**config.mk**
```make
export PLATFORM = sky130hd
export DESIGN_NAME = cpt_timers
export DESIGN_NICKNAME = d
export VERILOG_FILES = /design/src/cpt_pkg.sv /design/src/cpt_tick.sv /design/src/cpt_timers.sv
export SDC_FILE = /design/constraint.sdc
export NUM_CORES = 1
export LEC_CHECK = 0
export ABC_AREA = 1
export BUFFER_PORTS_ARGS = -buffer_cell sky130_fd_sc_hd__buf_2
export CORE_MARGIN = 1
export CORE_UTILIZATION = 45
export CTS_CLUSTER_DIAMETER = 200
export DETAILED_ROUTE_END_ITERATION = 8
export GPL_ROUTABILITY_DRIVEN = 0
export SLEW_MARGIN = 5
export SYNTH_ARGS = -nofsm -noshare
export SYNTH_HDL_FRONTEND = slang
export SYNTH_SLANG_ARGS = --single-unit
export TNS_END_PERCENT = 5
```
**constraint.sdc**
```tcl
create_clock -name clock_i -period 1.83 [get_ports clock_i]
set_input_delay 0.183 -clock clock_i [delete_from_list [all_inputs] [get_ports clock_i]]
set_output_delay 0.183 -clock clock_i [all_outputs]
set_load 0.01 [all_outputs]
```
**src/cpt_pkg.sv**
```systemverilog
/*
 * Constants for the cascadable timer block: register indices, control bit
 * positions, reset values and the tick divider.
 * Assumes a 100 MHz system clock that stands for the crystal clock.
 */
// Function
// RL1: First pair independent or cascaded PWM
// RL2: Second pair always cascaded 16-bit
// RL3: Each timer has reload and count registers
// RL4: Decrement to zero, request, optional reload
// RL5: Single-shot stops at zero, enable cleared
// RL6: Reload enabled keeps counting from reload
// RL7: Count write while running continues from it
// RL8: Reload write used at next reload
// RL9: Software count write beats decrement; clear beats write
// RL10: Reads never disturb timers
// RL11: Cascade requests only at 16-bit zero, even
// RL12: Even timer holds low byte
// RL13: Cascade always reloads and runs free
// RL14: Repeated zero before service not detected
// RL15: Control write starts enabled timers, no reload
// RL16: Tick once every eighth crystal clock
// RL17: PWM alternates low and high reload pairs
// RL18: PWM low first, odd request then even
// RL19: Software preloads counts with high-phase value
// RL20: Software sets pin direction and special function
// RL21: Timer zero request toggles output pin
// RL22: Reset leaves all timers disabled
// RL23: Control holds enables, reload, cascade, PWM
package cpt_pkg;
	// ----------------------------------------
	// Register indices
	// ----------------------------------------
	localparam logic [7:0] ADDR_COUNT0 = 8'h00;
	localparam logic [7:0] ADDR_COUNT1 = 8'h01;
	localparam logic [7:0] ADDR_COUNT2 = 8'h02;
	localparam logic [7:0] ADDR_COUNT3 = 8'h03;
	localparam logic [7:0] ADDR_LORL0 = 8'h04;
	localparam logic [7:0] ADDR_LORL1 = 8'h05;
	localparam logic [7:0] ADDR_LORL2 = 8'h06;
	localparam logic [7:0] ADDR_LORL3 = 8'h07;
	localparam logic [7:0] ADDR_HIRL0 = 8'h08;
	localparam logic [7:0] ADDR_HIRL1 = 8'h09;
	localparam logic [7:0] ADDR_CTRL = 8'h0A;
	localparam logic [7:0] ADDR_REQ = 8'h0B;
	localparam logic [7:0] ADDR_PORT_B_DIRECTION = 8'hD6;
	localparam logic [7:0] ADDR_PORT_B_SPECIAL_FUNCTION = 8'hD7;
	// ----------------------------------------
	// Control bit positions
	// ----------------------------------------
	localparam int CTRL_EN0 = 0;
	localparam int CTRL_EN1 = 1;
	localparam int CTRL_EN23 = 2;
	localparam int CTRL_RL0 = 4;
	localparam int CTRL_RL1 = 5;
	localparam int CTRL_CASC = 6;
	localparam int CTRL_PWM = 7;
	localparam int PIN_BIT = 1;
	// ----------------------------------------
	// Reset values and timing
	// ----------------------------------------
	localparam logic [7:0] CTRL_RESET = 8'h00;
	localparam logic [7:0] BYTE_RESET = 8'h00;
	localparam int XTAL_PER_TICK = 8;
	localparam logic [2:0] TICK_LAST = 3'(XTAL_PER_TICK - 1);
endpackage : cpt_pkg

```
**src/cpt_tick.sv**
```systemverilog
/*
 * Tick divider: one-cycle enable pulse every eighth clock.
 * Assumes the system clock is the crystal clock.
 */
`timescale 1ns/10ps
module cpt_tick (
	input wire logic clock_i,
	input wire logic nrst_i,
	output logic tick_o
);
	logic [2:0] cnt;

	always_ff @(posedge clock_i) begin
		if (!nrst_i) begin
			cnt <= 3'h0;
			tick_o <= 1'b0;
		end else begin
			tick_o <= (cnt == cpt_pkg::TICK_LAST); // RL16
			cnt <= (cnt == cpt_pkg::TICK_LAST) ? 3'h0 : cnt + 3'h1;
		end
	end
endmodule : cpt_tick

```
**src/cpt_timers.sv**
```systemverilog
/*
 * Four 8-bit down counters: pair 0/1 independent or cascaded (PWM capable),
 * pair 2/3 always cascaded, plus the toggle output and its port bits.
 * Assumes a single-cycle register port with read data one cycle later.
 */
// Local design decision: the strobed register port.
`timescale 1ns/10ps
module cpt_timers (
	input wire logic clock_i,
	input wire logic nrst_i,
	input wire logic [7:0] addr_i,
	input wire logic [7:0] wdata_i,
	input wire logic wr_i,
	input wire logic rd_i,
	output logic [7:0] rdata_o,
	output logic [3:0] req_o,
	output logic timer_out_pin_o,
	output logic timer_out_pin_oe_o
);
	// ----------------------------------------
	// State
	// ----------------------------------------
	logic [7:0] count [4];
	logic [7:0] lo_rl [4];
	logic [7:0] hi_rl [2];
	logic [7:0] ctrl;
	logic [7:0] port_b_direction;
	logic [7:0] port_b_special_function;
	logic [3:0] req;
	logic pwm_high;
	logic timer_toggle_output;
	logic tick;
	logic [7:0] next_count [4];
	logic [3:0] next_req;
	logic next_pwm_high;
	logic clr_en0;
	logic clr_en1;
	logic wr_ctrl;

	cpt_tick u_tick (
		.clock_i(clock_i),
		.nrst_i(nrst_i),
		.tick_o(tick)
	);

	function automatic logic wr_at(input logic w, input logic [7:0] a, input logic [7:0] r);
		wr_at = w && (a == r);
	endfunction : wr_at

	// ----------------------------------------
	// Counting
	// ----------------------------------------
	logic casc;
	logic pwm;
	logic [15:0] c01;
	logic [15:0] c23;
	assign casc = ctrl[cpt_pkg::CTRL_CASC];
	assign pwm = ctrl[cpt_pkg::CTRL_PWM] && casc;
	assign c01 = {count[1], count[0]}; // RL12
	assign c23 = {count[3], count[2]}; // RL12
	assign wr_ctrl = wr_at(wr_i, addr_i, cpt_pkg::ADDR_CTRL);

	always_comb begin
		next_count = count;
		next_req = 4'h0;
		next_pwm_high = pwm_high;
		clr_en0 = 1'b0;
		clr_en1 = 1'b0;
		if (tick) begin
			if (casc) begin // RL1
				if (ctrl[cpt_pkg::CTRL_EN0]) begin
					if (c01 == 16'h0000) begin
						// RL17
						if (pwm && pwm_high) begin
							{next_count[1], next_count[0]} = {hi_rl[1], hi_rl[0]};
							next_req[0] = 1'b1; // RL18
							next_pwm_high = 1'b0;
						end else begin
							{next_count[1], next_count[0]} = {lo_rl[1], lo_rl[0]}; // RL13
							next_req[1] = pwm; // RL18
							next_req[0] = !pwm; // RL11
							next_pwm_high = pwm;
						end
					end else begin
						{next_count[1], next_count[0]} = c01 - 16'h0001;
					end
				end
			end else begin
				for (int i = 0; i < 2; i++) begin
					if (ctrl[i]) begin
						if (count[i] == 8'h00) begin
							next_req[i] = 1'b1; // RL4
							if (ctrl[cpt_pkg::CTRL_RL0 + i]) begin
								next_count[i] = lo_rl[i]; // RL6
							end else if (i == 0) begin
								clr_en0 = 1'b1; // RL5
							end else begin
								clr_en1 = 1'b1; // RL5
							end
						end else begin
							next_count[i] = count[i] - 8'h01; // RL4
						end
					end
				end
			end
			if (ctrl[cpt_pkg::CTRL_EN23]) begin // RL2
				if (c23 == 16'h0000) begin
					{next_count[3], next_count[2]} = {lo_rl[3], lo_rl[2]}; // RL13
					next_req[2] = 1'b1; // RL11
				end else begin
					{next_count[3], next_count[2]} = c23 - 16'h0001;
				end
			end
		end
	end

	// Software write lands after hardware so it wins
	always_ff @(posedge clock_i) begin
		if (!nrst_i) begin
			for (int i = 0; i < 4; i++) begin
				count[i] <= cpt_pkg::BYTE_RESET;
			end
		end else begin
			for (int i = 0; i < 4; i++) begin
				if (wr_at(wr_i, addr_i, cpt_pkg::ADDR_COUNT0 + 8'(i))) begin
					count[i] <= wdata_i; // RL9 RL7
				end else begin
					count[i] <= next_count[i];
				end
			end
		end
	end

	always_ff @(posedge clock_i) begin
		if (!nrst_i) begin
			for (int i = 0; i < 4; i++) begin
				lo_rl[i] <= cpt_pkg::BYTE_RESET;
			end
			hi_rl[0] <= cpt_pkg::BYTE_RESET;
			hi_rl[1] <= cpt_pkg::BYTE_RESET;
		end else begin
			for (int i = 0; i < 4; i++) begin
				if (wr_at(wr_i, addr_i, cpt_pkg::ADDR_LORL0 + 8'(i))) begin
					lo_rl[i] <= wdata_i; // RL8 RL3
				end
			end
			for (int i = 0; i < 2; i++) begin
				if (wr_at(wr_i, addr_i, cpt_pkg::ADDR_HIRL0 + 8'(i))) begin
					hi_rl[i] <= wdata_i; // RL8
				end
			end
		end
	end

	// Control write just sets bits; counting resumes from count, no reload
	always_ff @(posedge clock_i) begin
		if (!nrst_i) begin
			ctrl <= cpt_pkg::CTRL_RESET; // RL22
		end else begin
			if (wr_ctrl) begin
				ctrl <= wdata_i; // RL15 RL23
			end
			if (clr_en0) begin
				ctrl[cpt_pkg::CTRL_EN0] <= 1'b0; // RL9
			end
			if (clr_en1) begin
				ctrl[cpt_pkg::CTRL_EN1] <= 1'b0; // RL9
			end
		end
	end

	// PWM always restarts in the low phase when mode is (re)written
	always_ff @(posedge clock_i) begin
		if (!nrst_i) begin
			pwm_high <= 1'b0;
		end else if (wr_ctrl) begin
			pwm_high <= 1'b0; // RL18
		end else begin
			pwm_high <= next_pwm_high;
		end
	end

	// Requests are sticky; a new event wins over the clear
	// A second zero before service merges into the pending bit
	always_ff @(posedge clock_i) begin
		if (!nrst_i) begin
			req <= 4'h0;
		end else if (wr_at(wr_i, addr_i, cpt_pkg::ADDR_REQ)) begin
			req <= (req & ~wdata_i[3:0]) | next_req; // RL14
		end else begin
			req <= req | next_req;
		end
	end

	// ----------------------------------------
	// Toggle output and port bits
	// ----------------------------------------
	always_ff @(posedge clock_i) begin
		if (!nrst_i) begin
			timer_toggle_output <= 1'b0;
		end else if (next_req[0]) begin
			timer_toggle_output <= !timer_toggle_output; // RL21
		end
	end

	always_ff @(posedge clock_i) begin
		if (!nrst_i) begin
			port_b_direction <= 8'h00;
			port_b_special_function <= 8'h00;
		end else begin
			if (wr_at(wr_i, addr_i, cpt_pkg::ADDR_PORT_B_DIRECTION)) begin
				port_b_direction <= wdata_i; // RL20
			end
			if (wr_at(wr_i, addr_i, cpt_pkg::ADDR_PORT_B_SPECIAL_FUNCTION)) begin
				port_b_special_function <= wdata_i; // RL20
			end
		end
	end

	always_ff @(posedge clock_i) begin
		if (!nrst_i) begin
			timer_out_pin_o <= 1'b0;
			timer_out_pin_oe_o <= 1'b0;
			req_o <= 4'h0;
		end else begin
			// One cycle behind the toggle flop; harmless for a pin
			timer_out_pin_o <= timer_toggle_output &
				port_b_special_function[cpt_pkg::PIN_BIT];
			timer_out_pin_oe_o <= port_b_direction[cpt_pkg::PIN_BIT];
			req_o <= req;
		end
	end

	// ----------------------------------------
	// Read port, side-effect free
	// ----------------------------------------
	always_ff @(posedge clock_i) begin
		if (!nrst_i) begin
			rdata_o <= 8'h00;
		end else if (rd_i) begin
			unique case (addr_i) // RL10
				cpt_pkg::ADDR_COUNT0: rdata_o <= count[0];
				cpt_pkg::ADDR_COUNT1: rdata_o <= count[1];
				cpt_pkg::ADDR_COUNT2: rdata_o <= count[2];
				cpt_pkg::ADDR_COUNT3: rdata_o <= count[3];
				cpt_pkg::ADDR_LORL0: rdata_o <= lo_rl[0];
				cpt_pkg::ADDR_LORL1: rdata_o <= lo_rl[1];
				cpt_pkg::ADDR_LORL2: rdata_o <= lo_rl[2];
				cpt_pkg::ADDR_LORL3: rdata_o <= lo_rl[3];
				cpt_pkg::ADDR_HIRL0: rdata_o <= hi_rl[0];
				cpt_pkg::ADDR_HIRL1: rdata_o <= hi_rl[1];
				cpt_pkg::ADDR_CTRL: rdata_o <= ctrl;
				cpt_pkg::ADDR_REQ: rdata_o <= {4'h0, req};
				cpt_pkg::ADDR_PORT_B_DIRECTION: rdata_o <= port_b_direction;
				cpt_pkg::ADDR_PORT_B_SPECIAL_FUNCTION: rdata_o <= port_b_special_function;
				default: rdata_o <= 8'h00;
			endcase
		end else begin
			rdata_o <= 8'h00;
		end
	end
endmodule : cpt_timers

```
==> results.md <==
* CP endpoint kind: flop
* Commonest non-fill, non-tap cell in the layout: nand2_1
* Peak supply drop at 0.6911 mV
* Largest net degree at the start of global routing at 35
* Buf/Inv on CP at 2
* Port Buffer Count at 33
* Yosys top cell by area: dfxtp_1
* Commonest register cell after synthesis: dfxtp_1
* Worst Hold Path EP: c23[4]$_SDFFE_PN0P_
* Final WL at 26.32 mm
* Crit Path Category: reg2reg
* Grt ovf at 0
* Core area at 0.01670 mm²
* Max clock buf depth at 2
* Post-Syn Area at 0.007775 mm²
* RSZ-0062 raised after global routing: yes
* Tmin final at 1.700 ns
* Root buf cell: clkbuf_16
* Reg-to-Reg End: c01[7]$_SDFFE_PN0P_
* Max Slew Vio Count at 0
* First-pass GRT wire length at 40.19 mm
* Pre-CTS worst setup slack at around 0.066 ns
* Max Fclk at 588.3 MHz
* Clk_lat worst skew at 0.43 ns
* Share of layout cells above drive strength 1 at 0.1507
* Crit. Startpoint: c01[8]$_SDFFE_PN0P_
* Layout fillers at 1,694
* DR vias at around 7.9k
* Final Instance Area at 0.009050 mm²
* Boundary Pins at 34
* Final setup viols at 0
* Remaining DRCs at 0
* CP dominant cell by count: nand2_1
* # resized after CTS at 0
* Worst Setup Start Kind: flop
* Yosys reg bits at 128
* Die H at 133.4 µm
* DR vias/cell at 5.509
* Wire per inst at 18.35 µm
* Post-route setup slack at around 0.13 ns
* Least-Margin Pin Slew at 0.5166 ns
* FFs w/ async S/R, synth at 0
* Number of enable flip-flop cells after synthesis at 48
* CTS H-Tree Depth at 4
* Clk sinks at 128
* Reg2reg path depth at 12
* Period utilisation layout at 0.9288
* Antenna-violating nets left at 0
* Area Overhead vs Synth at 16.40%
* Post-CTS setup buffer count at 0
* GR Util All Layers at 0.3039
* Top-area cell type share of the netlist area at 0.2060
* Hpwl dp at 20.03 mm
* Most frequent cells in the layout: nand2_1, nor2_1, nand3_1
* Setup TNS at 0 ns
* Total CTS buffers at 17
* Nets at 1,228
* WP data arrival at between 2 and 2.5 ns
* Die area at 0.01781 mm²
* Initial antenna violation count at 0
* Synth warn at 0
* Hold Crit Class: in2reg
* CTS Hold Bufs at 0
* Worst reg2reg startpoint: c01[8]$_SDFFE_PN0P_
* Post-Syn Nets at around 1.2k
* CP max-delay cell: dfxtp_1
* Top cell family by delay on the critical path: simple AND/OR/NAND/NOR gates
* Syn Area/Cell at 6.874 µm²
* Post-Synthesis Cells at 1,131
* Hold depth at 3
* Count of different cell masters after synthesis at 42
* Leak at 4.057 nW
* Peak per-stage delay on the critical path at roughly 0.32 ns
* Headroom to the max-slew limit at 0.6552
* Outcome: completed
* CTS tree: yes
* Crit-path cells: inv_1 -> ha_1 -> nand2_1 -> nor2_8 -> nand2_4 -> buf_12 -> nor2_1 -> nor2_1 -> nand2_1 -> nand2_1 -> nand2_1 -> a21oi_2
* Worst-path fanout max at 14
* Hold path start: nrst_i
* Hold Fails Final Rpt at 0
* Critical Path RT at 2.14 ns
* Die width at 133.4 µm
* Final setup skew at 0.009721 ns
* Fin Hold WS at 0.06278 ns
* Sequential fraction of the synthesis area at 0.3914
* Initial core utilization at 0.4655
* Cell Pwr Density at 762.3 mW/mm²
* Row count at 47
* Largest cells by area after synthesis: dfxtp_1, edfxtp_1, nand2_1
* Vias in the first global route at between 7k and 8k
* CTS clk-pin slew, worst paths at 0.07 ns
* First-pass iteration count of the detailed router at 5
* Placed cell areas at 0.008428 mm²
* Antenna cells at 0
* Max-cap violations at 0
* Drt first-iter violations at 860
* Slack of the worst reg-to-reg path at 0.13 ns
-- report_power, final --
group          internal [mW]  total [mW]  switching, mW
Clock                   1.89        3.41           1.52
Sequential              3.01        3.05         0.0408
Combinational          0.119       0.437          0.318
-- cell families (layout without fill, tap and decap cells) --
kind of cell,Yosys count,in the layout,share of synthesized area
AO/OA/AOI/OAI,209,209,0.1453
XOR/XNOR,10,10,0.01127
adder cells (fa/ha/maj),7,7,0.01126
buffers and inverters,177,260,0.09543
flip-flops,128,128,0.3914
AND/OR/NAND/NOR,600,600,0.3453
-- worst min-delay path: stages --
cell and delay (ns):
buf_2 0.16, nand2_1 0.08, inv_1 0.03
-- state kept, by name, indices dropped and copies added (netlist names), 8 cells and up --
signal,cells
lo_rl,32
c01,16
c23,16
hi_rl,16
ctrl,8
port_b_direction,8
port_b_special_function,8
rdata_o,8
-- cell usage after synthesis, types with 2 or more instances --
library cell  count
o211ai_1          4
clkbuf_1         10
nor2_2            6
ha_1              7
nand3_4           2
nand2_2          13
nand3_1         134
nor3_1            5
dfxtp_1          80
o31ai_1           3
buf_2            10
buf_4             3
xnor2_1           3
nor2_4           10
o22ai_1           8
nor3_2            2
inv_1           132
nand2_1         237
nor2_8            2
xor2_1            7
edfxtp_1         48
o21bai_1          9
a31oi_1           3
o21ai_1          26
a21oi_2           2
o21ai_0          81
inv_2            13
a21oi_1          68
nand4_1           5
nand3_2           6
nor2_1          175
buf_6             7
-- layout make-up --
cell class / instances / area [µm²] / area share
Sequential cell: 128 / 3043 / 0.3362
Multi-Input combinational cell: 826 / 4026 / 0.4449
Clock buffer: 18 / 450.4 / 0.04977
Clock inverter: 14 / 135.1 / 0.01493
Tap cell: 220 / 275.3 / 0.03042
Timing Repair Buffer: 82 / 570.5 / 0.06304
Inverter: 146 / 549.3 / 0.06069
-- per-stage QoR --
| stage | util | cells | power [mW] |
|---|---|---|---|
| CTS | 0.5397 | 1434 | 6.905 |
| detailed placement | 0.5046 | 1402 | 3.542 |
| finish | 0.5419 | 1434 | 6.899 |
| global route | 0.5419 | 1434 | 7.098 |
| floorplan | - | 1131 | 3.341 |
| global placement | 0.5046 | 1402 | 3.543 |
-- worst max path at each step --
stage	to	slack (ns)	cells past startpoint
6_report	c01[7]$_SDFFE_PN0P_	0.13	12
5_1_grt	c23[12]$_SDFFE_PN0P_	-0.03	9
4_1_cts	c23[12]$_SDFFE_PN0P_	0.04	9
3_5_place_dp	c23[13]$_SDFFE_PN0P_	0.07	9
3_3_place_gp	c23[12]$_SDFFE_PN0P_	0.02	9
2_1_floorplan	lo_rl[1][0]$_SDFFCE_PN0P_	0.04	6
-- metal layers --
metal,track usage,part of all wire
met1,0.4236,0.43
met2,0.4520,0.44
met3,0.06012,0.090
met4,0.1395,0.039
met5,0,0
(Power assumes the default switching activity.)
